[src/shared/tmc_pkg.sv]
/*
 thermometer core package: command codes, carriers, register layouts,
 power-up values and timing counts. assumes a 250 MHz core clock.
*/
package tmc_pkg;
   // command codes on the host command port
   typedef enum logic [2:0] {
      TMC_OP_BEGIN = 3'h0,
      TMC_OP_HALT = 3'h1,
      TMC_OP_FETCH = 3'h2,
      TMC_OP_UPPER = 3'h3,
      TMC_OP_LOWER = 3'h4,
      TMC_OP_SETTINGS = 3'h5
   } tmc_op_t;

   typedef struct packed {
      logic valid;
      tmc_op_t op;
      logic write;
      logic [15:0] data;
   } tmc_cmd_t;

   typedef struct packed {
      logic valid;
      logic [15:0] data;
   } tmc_rsp_t;

   // nonvolatile image: upper, lower, polarity, single-conversion bit
   typedef struct packed {
      logic [15:0] upper;
      logic [15:0] lower;
      logic output_polarity_bit;
      logic oneShot;
   } tmc_nv_t;

   typedef struct packed {
      logic valid;
      tmc_nv_t image;
   } tmc_nv_store_t;

   // sequencer states, gray along load -> idle -> convert
   typedef enum logic [1:0] {
      TMC_LOAD = 2'b00,
      TMC_IDLE = 2'b01,
      TMC_CONVERT = 2'b11
   } tmc_state_t;

   // settings_and_status field positions
   localparam int TMC_DONE_BIT = 7;
   localparam int TMC_HIGH_BIT = 6;
   localparam int TMC_LOW_BIT = 5;
   localparam int TMC_NVB_BIT = 4;
   localparam int TMC_RESH_BIT = 3;
   localparam int TMC_RESL_BIT = 2;
   localparam int TMC_POL_BIT = 1;
   localparam int TMC_ONESHOT_BIT = 0;

   // resolution select codes
   localparam logic [1:0] TMC_RES_9 = 2'h0;
   localparam logic [1:0] TMC_RES_10 = 2'h1;
   localparam logic [1:0] TMC_RES_11 = 2'h2;
   localparam logic [1:0] TMC_RES_12 = 2'h3;

   // power-up and factory values
   localparam logic [15:0] TMC_TEMP_RESET = 16'hc400;
   localparam logic [15:0] TMC_UPPER_FACTORY = 16'h0f00;
   localparam logic [15:0] TMC_LOWER_FACTORY = 16'h0a00;
   localparam logic TMC_POL_FACTORY = 1'b0;
   localparam logic TMC_ONESHOT_FACTORY = 1'b0;
   localparam logic [5:0] TMC_SETTINGS_RESET = 6'h23;

   // result masks per resolution
   localparam logic [15:0] TMC_MASK_9 = 16'hff80;
   localparam logic [15:0] TMC_MASK_10 = 16'hffc0;
   localparam logic [15:0] TMC_MASK_11 = 16'hffe0;
   localparam logic [15:0] TMC_MASK_12 = 16'hfff0;

   // timing
   localparam longint TMC_CLK_KHZ = 250000;
   localparam longint TMC_CONV9_MAX_US = 93750;
   localparam longint TMC_NV_TYP_US = 4000;
   localparam longint TMC_NV_MAX_US = 10000;
   // longest times round down
   localparam int TMC_CONV9_CYCLES = int'((TMC_CONV9_MAX_US * TMC_CLK_KHZ) / 1000);
   localparam int TMC_NV_CYCLES = int'((TMC_NV_TYP_US * TMC_CLK_KHZ) / 1000);
   localparam int TMC_NV_MAX_CYCLES = int'((TMC_NV_MAX_US * TMC_CLK_KHZ) / 1000);
   localparam int TMC_CNT_W = 28;
endpackage

[src/rtl/tmc_conv_timer.sv]
/*
 conversion duration timer: counts base cycles shifted by the resolution
 code and pulses done at the end. assumes start and abort are one-cycle
 pulses from the sequencer and that start never coincides with an unfinished count.
*/
`timescale 1ns/1ps
module tmc_conv_timer
   import tmc_pkg::*;
#(
   parameter int BASE_CYCLES = TMC_CONV9_CYCLES,
   parameter int CNT_W = TMC_CNT_W
) (
   input wire logic clock, // core clock
   input wire logic rstn, // async reset, active low
   input wire logic clockEn, // freezes state while low
   input wire logic start, // begin a conversion count
   input wire logic abort, // drop a running count
   input wire logic [1:0] res, // resolution code of this conversion
   output logic done // one-cycle pulse at end of count
);
   logic [CNT_W-1:0] count_reg;
   logic running_reg;
   logic [CNT_W-1:0] span;

   // each added bit of resolution doubles the duration
   assign span = CNT_W'(BASE_CYCLES) << res; // RULE_07

   always_ff @(posedge clock or negedge rstn) begin
      if (!rstn) begin
         count_reg <= '0;
         running_reg <= 1'b0;
         done <= 1'b0;
      end else if (clockEn) begin
         done <= 1'b0;
         if (abort) begin
            running_reg <= 1'b0;
         end else if (start) begin
            count_reg <= span - CNT_W'(1);
            running_reg <= 1'b1;
         end else if (running_reg) begin
            if (count_reg == '0) begin
               running_reg <= 1'b0;
               done <= 1'b1;
            end else begin
               count_reg <= count_reg - CNT_W'(1);
            end
         end
      end
   end
endmodule

[src/rtl/tmc_core.sv]
/*
 thermometer and thermostat core: conversion sequencing, result format,
 trip point hysteresis, sticky flags, nonvolatile image handling and the
 host command port. assumes the converter holds a valid signed 12-bit
 code in sixteenths of a degree whenever a conversion ends, and that the
 nonvolatile image input is stable from reset until the first edge after
 its release.
*/
// Functional notes
// RULE_01: standard variant idles after power-up until a begin command.
// RULE_02: auto-start variant converts at power-up in the stored mode.
// RULE_03: continuous mode repeats until halt; begin restarts at any time; the code ignores begin while a conversion runs.
// RULE_04: single mode does one conversion per begin, then idles.
// RULE_05: resolution selectable 9 to 12 bits, half to sixteenth degree.
// RULE_06: 12-bit resolution at power-up, then follows the two select bits.
// RULE_07: conversion duration doubles per added resolution bit.
// RULE_08: each result stored as 16-bit two's complement, sign on top.
// RULE_09: result left-justified, bits below resolution and 3..0 zero.
// RULE_10: 12-bit codes: +125 is 7d00, -0.5 is ff80, -55 is c900.
// RULE_11: temperature is read-only, reached only by the fetch command.
// RULE_12: thermostat output updates only when a conversion completes; the code also moves the pin whenever the polarity bit changes.
// RULE_13: output active at result >= upper, inactive once below lower.
// RULE_14: polarity bit in settings chooses the output active level.
// RULE_15: host writes trip points in the same signed 16-bit layout.
// RULE_16: trip points masked to resolution on read and on compare.
// RULE_17: trip points nonvolatile, accessed by their own commands.
// RULE_18: host should halt continuous conversion before changing trips.
// RULE_19: high and low flags sticky, power up 0, cleared by writing 0.
// RULE_20: temperature register powers up holding minus sixty degrees.
// RULE_21: factory trip points are 15 and 10 degrees.
// RULE_22: settings power up 100011 followed by the two stored bits.
// RULE_23: nonvolatile write completes within 10 ms, 4 ms typical.
// RULE_24: select code 00..11 is 9..12 bits, 9-bit max 93.75 ms.
// RULE_25: polarity 1 makes the output active high, 0 active low.
// RULE_26: busy bit reads 1 during a nonvolatile write, else 0.
// RULE_27: done bit 0 during conversion, 1 when complete, powers up 1.
// RULE_28: trip comparisons are signed on the bits kept at resolution.
`timescale 1ns/1ps
module tmc_core
   import tmc_pkg::*;
#(
   parameter bit AUTO_START = 1'b0,
   parameter int CONV_BASE_CYCLES = TMC_CONV9_CYCLES,
   parameter int NV_WRITE_CYCLES = TMC_NV_CYCLES
) (
   input wire logic clock, // core clock, 250 MHz
   input wire logic rstn, // async power-on reset, active low
   input wire logic clockEn, // freezes all state while low
   input wire tmc_cmd_t cmd, // host command, valid for one cycle
   input wire logic [11:0] adcCode, // converter code, sixteenths of a degree
   input wire tmc_nv_t nvImage, // stored image, read after reset
   output tmc_rsp_t rsp, // read answer, valid for one cycle
   output tmc_nv_store_t nvStore, // image to commit to nonvolatile store
   output logic converting, // high while a conversion runs
   output logic thermostatOut // thermostat output pin level
);
   localparam int NV_W = $clog2(NV_WRITE_CYCLES + 1);

   tmc_state_t state_reg;
   logic [15:0] temp_reg;
   logic [15:0] upper_reg;
   logic [15:0] lower_reg;
   logic pol_reg;
   logic oneShot_reg;
   logic [1:0] res_reg;
   logic [1:0] convRes_reg;
   logic done_reg;
   logic highFlag_reg;
   logic lowFlag_reg;
   logic active_reg;
   logic [NV_W-1:0] nvCount_reg;
   logic nvBusy;
   logic convStart;
   logic convAbort;
   logic convDone;
   logic [15:0] result;
   logic [15:0] mask;
   logic [15:0] convMask;
   logic cmdBegin;
   logic cmdHalt;
   logic cfgWrite;
   logic nvWrite;
   logic highSet;
   logic lowSet;

   function automatic logic [15:0] resMask(input logic [1:0] code);
      logic [15:0] m;
      m = TMC_MASK_12;
      unique case (code) // RULE_24
         TMC_RES_9: m = TMC_MASK_9;
         TMC_RES_10: m = TMC_MASK_10;
         TMC_RES_11: m = TMC_MASK_11;
         TMC_RES_12: m = TMC_MASK_12;
      endcase
      return m;
   endfunction

   assign mask = resMask(res_reg);
   assign convMask = resMask(convRes_reg);
   // left-justified, low nibble hardwired zero, unused lsbs cleared
   assign result = {adcCode, 4'h0} & convMask; // RULE_08 RULE_09 RULE_05 RULE_10
   assign cmdBegin = cmd.valid && cmd.op == TMC_OP_BEGIN;
   assign cmdHalt = cmd.valid && cmd.op == TMC_OP_HALT;
   assign cfgWrite = cmd.valid && cmd.write && cmd.op == TMC_OP_SETTINGS;
   assign nvBusy = nvCount_reg != '0;
   // a nonvolatile write arriving while busy is dropped
   assign nvWrite = !nvBusy && cmd.valid && cmd.write &&
      (cmd.op == TMC_OP_UPPER || cmd.op == TMC_OP_LOWER || cmd.op == TMC_OP_SETTINGS);
   // signed compares on the bits retained at the conversion resolution
   assign highSet = $signed(result) > $signed(upper_reg & convMask); // RULE_28 RULE_19
   assign lowSet = $signed(result) < $signed(lower_reg & convMask); // RULE_28 RULE_19

   // conversion sequencing
   always_comb begin
      convStart = 1'b0;
      convAbort = 1'b0;
      unique case (state_reg)
         TMC_LOAD: convStart = AUTO_START; // RULE_02 RULE_01
         TMC_IDLE: convStart = cmdBegin; // RULE_01 RULE_04
         TMC_CONVERT: begin
            convAbort = cmdHalt; // RULE_03
            convStart = convDone && !oneShot_reg && !cmdHalt; // RULE_03
         end
      endcase
   end

   always_ff @(posedge clock or negedge rstn) begin
      if (!rstn) begin
         state_reg <= TMC_LOAD;
      end else if (clockEn) begin
         unique case (state_reg)
            TMC_LOAD: state_reg <= AUTO_START ? TMC_CONVERT : TMC_IDLE; // RULE_02
            TMC_IDLE: if (cmdBegin) begin
               state_reg <= TMC_CONVERT;
            end
            TMC_CONVERT: begin
               if (cmdHalt) begin
                  state_reg <= TMC_IDLE; // RULE_03
               end else if (convDone && oneShot_reg) begin
                  state_reg <= TMC_IDLE; // RULE_04
               end
            end
         endcase
      end
   end

   // resolution is frozen per conversion so a late change cannot skew it
   always_ff @(posedge clock or negedge rstn) begin
      if (!rstn) begin
         convRes_reg <= TMC_RES_12;
         done_reg <= 1'b1;
         converting <= 1'b0;
      end else if (clockEn) begin
         if (convStart) begin
            convRes_reg <= res_reg; // RULE_06
            done_reg <= 1'b0; // RULE_27
            converting <= 1'b1;
         end else if (convDone || convAbort) begin
            done_reg <= convDone || done_reg; // RULE_27
            converting <= 1'b0;
         end
      end
   end

   tmc_conv_timer #(
      .BASE_CYCLES(CONV_BASE_CYCLES),
      .CNT_W(TMC_CNT_W)
   ) convTimer (
      .clock(clock),
      .rstn(rstn),
      .clockEn(clockEn),
      .start(convStart),
      .abort(convAbort),
      .res(state_reg == TMC_LOAD ? TMC_RES_12 : res_reg), // RULE_06 RULE_07
      .done(convDone)
   );

   // result register
   always_ff @(posedge clock or negedge rstn) begin
      if (!rstn) begin
         temp_reg <= TMC_TEMP_RESET; // RULE_20
      end else if (clockEn && convDone && !convAbort) begin
         temp_reg <= result; // RULE_08
      end
   end

   // thermostat hysteresis, evaluated only at conversion end
   always_ff @(posedge clock or negedge rstn) begin
      if (!rstn) begin
         active_reg <= 1'b0;
         thermostatOut <= 1'b1;
      end else if (clockEn) begin
         if (convDone && !convAbort) begin
            if (!($signed(result) < $signed(upper_reg & convMask))) begin
               active_reg <= 1'b1; // RULE_13 RULE_12 RULE_28
            end else if (lowSet) begin
               active_reg <= 1'b0; // RULE_13 RULE_12
            end
         end
         thermostatOut <= pol_reg ? active_reg : !active_reg; // RULE_14 RULE_25
      end
   end

   // sticky flags: a set in the same cycle as a clearing write wins
   always_ff @(posedge clock or negedge rstn) begin
      if (!rstn) begin
         highFlag_reg <= 1'b0;
         lowFlag_reg <= 1'b0;
      end else if (clockEn) begin
         if (convDone && !convAbort && highSet) begin
            highFlag_reg <= 1'b1; // RULE_19
         end else if (cfgWrite && !cmd.data[TMC_HIGH_BIT]) begin
            highFlag_reg <= 1'b0; // RULE_19
         end
         if (convDone && !convAbort && lowSet) begin
            lowFlag_reg <= 1'b1; // RULE_19
         end else if (cfgWrite && !cmd.data[TMC_LOW_BIT]) begin
            lowFlag_reg <= 1'b0; // RULE_19
         end
      end
   end

   // volatile resolution select
   always_ff @(posedge clock or negedge rstn) begin
      if (!rstn) begin
         res_reg <= TMC_RES_12; // RULE_06 RULE_22
      end else if (clockEn && cfgWrite) begin
         res_reg <= cmd.data[TMC_RESH_BIT:TMC_RESL_BIT]; // RULE_06
      end
   end

   // nonvolatile image: loaded once after reset release, then host writes
   always_ff @(posedge clock or negedge rstn) begin
      if (!rstn) begin
         upper_reg <= TMC_UPPER_FACTORY; // RULE_21
         lower_reg <= TMC_LOWER_FACTORY; // RULE_21
         pol_reg <= TMC_POL_FACTORY;
         oneShot_reg <= TMC_ONESHOT_FACTORY;
      end else if (clockEn) begin
         if (state_reg == TMC_LOAD) begin
            upper_reg <= nvImage.upper; // RULE_17 RULE_22
            lower_reg <= nvImage.lower; // RULE_17
            pol_reg <= nvImage.output_polarity_bit; // RULE_22
            oneShot_reg <= nvImage.oneShot; // RULE_22
         end else if (nvWrite) begin
            unique case (cmd.op)
               TMC_OP_UPPER: upper_reg <= cmd.data; // RULE_17 RULE_15
               TMC_OP_LOWER: lower_reg <= cmd.data; // RULE_17 RULE_15
               default: begin
                  pol_reg <= cmd.data[TMC_POL_BIT];
                  oneShot_reg <= cmd.data[TMC_ONESHOT_BIT];
               end
            endcase
         end
      end
   end

   // write-cycle busy timer and commit strobe
   always_ff @(posedge clock or negedge rstn) begin
      if (!rstn) begin
         nvCount_reg <= '0;
         nvStore <= '0;
      end else if (clockEn) begin
         nvStore.valid <= 1'b0;
         if (nvWrite && state_reg != TMC_LOAD) begin
            nvCount_reg <= NV_W'(NV_WRITE_CYCLES); // RULE_23 RULE_26
            nvStore.valid <= 1'b1;
            nvStore.image.upper <= cmd.op == TMC_OP_UPPER ? cmd.data : upper_reg;
            nvStore.image.lower <= cmd.op == TMC_OP_LOWER ? cmd.data : lower_reg;
            nvStore.image.output_polarity_bit <= cmd.op == TMC_OP_SETTINGS ? cmd.data[TMC_POL_BIT] : pol_reg;
            nvStore.image.oneShot <= cmd.op == TMC_OP_SETTINGS ?
               cmd.data[TMC_ONESHOT_BIT] : oneShot_reg;
         end else if (nvBusy) begin
            nvCount_reg <= nvCount_reg - NV_W'(1); // RULE_26
         end
      end
   end

   // read answers; the temperature has no write path at all
   always_ff @(posedge clock or negedge rstn) begin
      if (!rstn) begin
         rsp <= '0;
      end else if (clockEn) begin
         rsp.valid <= 1'b0;
         if (cmd.valid && !cmd.write) begin
            unique case (cmd.op)
               TMC_OP_FETCH: begin
                  rsp.valid <= 1'b1;
                  rsp.data <= temp_reg; // RULE_11
               end
               TMC_OP_UPPER: begin
                  rsp.valid <= 1'b1;
                  rsp.data <= upper_reg & mask; // RULE_16
               end
               TMC_OP_LOWER: begin
                  rsp.valid <= 1'b1;
                  rsp.data <= lower_reg & mask; // RULE_16
               end
               TMC_OP_SETTINGS: begin
                  rsp.valid <= 1'b1;
                  rsp.data <= {8'h00, done_reg, highFlag_reg, lowFlag_reg, nvBusy,
                     res_reg, pol_reg, oneShot_reg}; // RULE_27 RULE_26
               end
               default: rsp.valid <= 1'b0;
            endcase
         end
      end
   end
endmodule

[config.mk]
export PLATFORM = sky130hd
export DESIGN_NAME = tmc_core
export DESIGN_NICKNAME = d
export VERILOG_FILES = /design/src/shared/tmc_pkg.sv /design/src/rtl/tmc_conv_timer.sv /design/src/rtl/tmc_core.sv
export SDC_FILE = /design/constraint.sdc
export NUM_CORES = 1
export LEC_CHECK = 0
export ABC_CLOCK_PERIOD_IN_PS = 7500
export BUFFER_PORTS_ARGS = -buffer_cell sky130_fd_sc_hd__buf_2
export CAP_MARGIN = 5
export CORE_UTILIZATION = 47
export CTS_CLUSTER_DIAMETER = 150
export CTS_CLUSTER_SIZE = 25
export DETAILED_ROUTE_END_ITERATION = 10
export PLACE_DENSITY = 0.68
export SLEW_MARGIN = 20
export SYNTH_ARGS = -nofsm -noshare
export SYNTH_HDL_FRONTEND = slang
export SYNTH_SLANG_ARGS = --single-unit
[constraint.sdc]
create_clock -name clock -period 7.5 [get_ports clock]
set_clock_uncertainty 0.05 [all_clocks]
set_input_delay 0.375 -clock clock [delete_from_list [all_inputs] [get_ports clock]]
set_output_delay 0.375 -clock clock [all_outputs]
set_load 0.02 [all_outputs]
# After elaboration in Yosys (flattened, before gate mapping)
# Cells that the tools add are included.
[classes]
addsub = 3
magnitude_cmp = 3
eq_ne = 18
shifts = 1
mux = 51
bitwise_logic = 6
reduce_logical = 60
[ops]
columns = ["cell", "n"]
rows = [
  ["$pmux W16 S4", 3],
  ["$mux W16", 6],
  ["$mux W28", 3],
  ["$and A16 B16 Y16", 5],
  ["$sub A28 B1 Y28 const B", 2],
  ["$mux W20", 2],
  ["$mux W35", 1],
  ["$lt A16 B16 Y1", 2],
  ["$mux W1", 29],
  ["$logic_not A28 Y1", 1],
  ["$shl A25 B2 Y28 const A", 1],
  ["$logic_and A1 B1 Y1", 20],
  ["$reduce_bool A20 Y1", 1],
  ["$sub A20 B1 Y20 const B", 1],
  ["$mux W17", 1],
  ["$gt A16 B16 Y1", 1],
  ["$reduce_and A2 Y1", 7],
  ["$reduce_bool A2 Y1", 7],
  ["$reduce_and A3 Y1", 4],
  ["$eq A2 B2 Y1 const B", 5],
  ["$logic_not A1 Y1", 8],
  ["$mux W2", 4],
  ["$eq A2 B1 Y1 const B", 3],
  ["$eq A3 B2 Y1 const B", 2],
  ["other kinds (15)", 23],
]
[word_totals]
ff_bits = 164
input_bits = 70
output_inout_bits = 54
wordCells = 167

# Longest topological paths before layout
[logic_depth]
word_depth = 8
ltp_mapped = 15
depth_no_buf = 11

# Hierarchy
# A second synthesis with hierarchy kept.
[hier_totals]
hier_cells = 1034
hier_area_um2 = 9611.7
[modules_own_cells]
columns = ["mod", "n_inst", "cells_each", "area_each_um2", "seq_area_each_um2"]
rows = [
  ["tmc_core", 1, 723, 7030.5, 3271.9],
  ["tmc_conv_timer", 1, 311, 2581.2, 750.7],
]

# Least setup slack after synthesis
# No wires, ideal clock.
[synth_timing]
path_type = "input to register"
start = "input cmd[18] (netlist name)"
end = "register convTimer.count_reg[24]"
setup_ps = 121
arrival_ps = 3489
required_ps = 7329
slack_ps = 3840
cell_stages = 13
n_path_buf = 4
path_cell_list = "clkbuf_1 -> or4_1 -> and2_1 -> clkbuf_1 -> clkbuf_1 -> nand2_1 -> ha_1 -> or4b_1 -> clkbuf_1 -> nor4_2 -> nor2b_1 -> a41oi_1 -> o22a_1"
[synth_via]
elab_chain_len = 7
elab_cells_between_ends = 13
classes_between = "eq/ne: 2; mux: 3; bitwise: 1; reduce/logical: 7"
[synth_lines]
columns = ["item", "line_no", "source"]
rows = [
  ["from (decl)", "tmc_core.sv:49", "input wire tmc_cmd_t cmd,"],
  ["$eq A3 B1 Y1", "tmc_core.sv:103", "assign cmdHalt = cmd.valid && cmd.op == TMC_OP_HALT;"],
  ["$logic_and A1 B1 Y1", "tmc_core.sv:103", ""],
  ["$logic_not A1 Y1", "tmc_core.sv:122", "convStart = convDone && !oneShot_reg && !cmdHalt;"],
  ["$logic_and A1 B1 Y1", "tmc_core.sv:122", ""],
  ["$pmux W1 S3", "tmc_core.sv:117", "unique case (state_reg)"],
  ["$ne A2 B2 Y1 (no line) / $reduce_bool A2 Y1 (equally long branches)", "--", ""],
  ["$reduce_and A4 Y1 (no line)", "--", ""],
  ["to (signal assigned)", "tmc_conv_timer.sv:38", "count_reg <= span - CNT_W'(1);"],
  ["to (signal assigned)", "tmc_conv_timer.sv:45", "count_reg <= count_reg - CNT_W'(1);"],
  ["to (decl)", "tmc_conv_timer.sv:21", "logic [CNT_W-1:0] count_reg;"],
]
# Parallel ways exist; a longest one is shown, timed or not.
# A chain may end at the register's enable or synchronous reset.

# Worst setup path after layout
[layout_timing]
start = "register state_reg[0]"
end = "register convTimer.count_reg[26]"
[layout_via]
elab_chain_len = 5
elab_cells_between_ends = 13
classes_between = "add/sub: 1; eq/ne: 3; shift: 1; mux: 4; bitwise: 1; reduce/logical: 3"
[layout_lines]
columns = ["item", "line_no", "source"]
rows = [
  ["from (decl)", "tmc_core.sv:59", "tmc_state_t state_reg;"],
  ["from (signal assigned)", "tmc_core.sv:132", "TMC_LOAD: state_reg <= AUTO_START ? TMC_CONVERT : TMC_IDLE;"],
  ["$logic_not A2 Y1", "tmc_core.sv:117, tmc_core.sv:174", ""],
  ["$mux W2", "tmc_core.sv:174", ".res(state_reg == TMC_LOAD ? TMC_RES_12 : res_reg),"],
  ["$shl A25 B2 Y28", "tmc_conv_timer.sv:26", "assign span = CNT_W'(BASE_CYCLES) << res;"],
  ["$sub A28 B1 Y28", "tmc_conv_timer.sv:38", ""],
  ["$mux W28", "tmc_conv_timer.sv:37", "end else if (start) begin"],
]
# Parallel ways exist; a longest one is shown, timed or not.

==> impl_metrics.ini <==
[grt]
overflow = 0
grt_max_degree = 91
grt_usage_pct = 25.81
grt_pass1_wl_um = 36840
antenna_found_initial = 0
grt_pass1_vias = 7041

[sta]
setup_viol = 0
period_needed_ns = 3.802
slew_violations = 0
rsz0062_at_grt = no
setup_tns_ns = 0
relSlewSlack_pct = 39.09
clock.fmax_mhz = 263.0
finalHoldViolCount = 0
period_share_pct = 50.69
worstMarginPinSlew_ns = 0.9136

[power_and_ir_drop]
p_per_area_nw_per_um2 = 266.3
clockPowerShare_pct = 33.4
switchingPower_mw = 0.9440
leakage_nw = 4.586
internal_power_mw = 1.721
swShare_pct = 35.42
vdd_drop_max_mv = 0.1770
comb_power_share_pct = 21.4
p_seq_share_pct = 45.2

[floorplanning]
die_height_um = 137.7
die_w_um = 137.7
ioPinCount = 124
die_area_um2 = 18970
start_util_pct = 48.03
coreArea_um2 = 18020
rows = 49

[place]
io_buffers = 123
place_area_um2 = 9373
place.gp.congestion = 0.8888
dp_hpwl_um = 16160

[synth]
yosys.area.top_type_share_pct = 41.91
syn_inst = 931
yosysWarnings = 0
async_reset_ff_share_pct = 100.0
synth_edf_count = 0
synth_area_um2 = 8657
synth_seq_area_share_pct = 46.47
synth_ff_type = dfrtp_1
yosys_register_bits = 160
yosys.area.top_type = dfrtp_1
syn_area_per_cell_um2 = 9.299
syn-num-nets = 1032
netlist_top_cells_area = dfrtp_1 42%, nor2_1 5.5%, dfstp_2 4.6%
yosys.cell_types.count = 68

[final_layout]
nets = 1134
post-route-util_pct = 55.53
drive_gt1_share_pct = 20.46
final_common_cell = dfrtp_1
mostFrequentLayoutCells = 145 x dfrtp_1, 126 x nor2_1, 122 x buf_2
stdcell_area_um2 = 10010
largest_register_ffs = 35
fillers = 1646
area_growth_pct = 15.62

[job]
maxCapViolCount = 0

[detailed_routing]
via_per_inst = 5.876
drt_iter0_markers = 615
finalWirelength_um = 23110
drt_pass1_iterations = 6
drc = 0
wl_per_cell_um = 18.11
vias = 7498
drtAntennaViolNets = 0

[cts]
ctsHoldBuffers = 1
cts_buffers = 17
cts_setup_buffers = 0
root_buffer = clkbuf_16
numClockSinks = 160
ctsResizeCount = 0
worstSkewPairLatency_ns = 0.44
clk_path_buf_depth = 2
clkTransAtPathRegs_ns = 0.08
cts_tree = done
h-tree-depth = 4

[worst_hold_path]
hold_depth = 3
min_from = nvImage[27]
hp-class = input port to flop

[setup_path]
crit_path_start_kind = flop
crit_end = convTimer.count_reg[26]
endpoint_kind = flop
r2r_cells = 12
critPathMaxFanout = 30
required_ns = 7.76
reg2reg_slack_ns = 3.70
cp-startpoint = state_reg[0]
critPathKind = flop to flop
arrival_ns = 4.06
r2r_start = state_reg[0]
timing.rr.end = convTimer.count_reg[26]

[outcome]
status = finished clean
-- metrics by stage --
stage | setup slack (ns) | cells | hold slack, ns | power (mW)
after floorplan | 3.840 | 931 | 0.02941 | 1.578
after global placement | 3.642 | 1241 | 0.3992 | 1.764
after detailed placement | 3.476 | 1241 | 0.4004 | 1.782
after CTS | 3.716 | 1274 | 0.1344 | 2.677
after global routing | 3.416 | 1275 | 0.1417 | 2.815
final | 3.698 | 1276 | 0.1425 | 2.665
-- worst min-delay path by stage --
stage	to	slack, ns
floorplan	active_reg	0.03
global placement	nvCount_reg[13]	0.40
detailed placement	nvCount_reg[5]	0.40
CTS	upper_reg[12]	0.13
global route	upper_reg[12]	0.14
finish	upper_reg[9]	0.14
-- cells in the mapped netlist, types with 11 or more instances --
library cell,n
ha_1,31
mux2_2,15
o22ai_1,34
mux2i_1,26
a21o_1,16
a21oi_1,49
nand2_1,103
nor2_1,126
o21ai_0,69
nand3_1,13
dfstp_2,15
dfrtp_1,145
inv_1,33
o21ai_1,22
clkbuf_1,31
nor3_1,16
buf_2,11
-- kinds of logic (layout without fill, tap and decap cells) --
| logic type | count (synthesis) | count (layout) | share of synthesized area, % |
|---|---|---|---|
| multiplexers | 41 | 41 | 4.957 |
| buffers and inverters | 84 | 199 | 4.495 |
| flip-flops | 160 | 160 | 46.47 |
| adder cells (fa/ha/maj) | 31 | 31 | 4.480 |
| other | 0 | 1 | 0 |
| AO/OA/AOI/OAI | 265 | 265 | 19.48 |
| XOR/XNOR | 19 | 19 | 1.922 |
| AND/OR/NAND/NOR | 331 | 331 | 18.20 |
-- power groups by stage --
stage          logic, mW  clock network [mW]  registers, mW
2_1_floorplan      0.393                   0           1.19
3_3_place_gp       0.553                   0           1.21
3_5_place_dp       0.568                   0           1.21
4_1_cts            0.570               0.906           1.20
5_1_grt            0.645               0.941           1.23
6_report           0.571               0.890           1.20
-- routing by layer --
layer,GRT usage (%),vias to the layer above,wire [um]
met5,0,-,0
met1,32.52,3642,9654
li1,-,3572,-
met4,12.74,0,852
met2,42.10,233,11430
met3,5.335,51,1181
-- area by class of cell --
type,instances,area (um2),area share (%)
well taps,229,286.5,2.863
multi-input cells,687,4250,42.46
clock inverters,15,183.9,1.837
diodes,1,2.502,0.02500
inverters,33,123.9,1.238
flip-flops and latches,160,4023,40.19
repair buffers,134,714.4,7.137
clock buffers,17,425.4,4.250
-- worst max-delay path: stages, from the launching register on --
cell and delay (ns):
dfrtp_1 0.43, nand3b_1 0.15, or4_1 0.47, and2_1 0.18, buf_4 0.23, nand2_1 0.13
ha_1 0.21, or4b_1 0.61, nor4_2 0.36, nor2b_1 0.44, a31oi_1 0.14, o21ai_0 0.17
o41ai_1 0.09
Note: power is estimated with default switching activity, not from simulation.
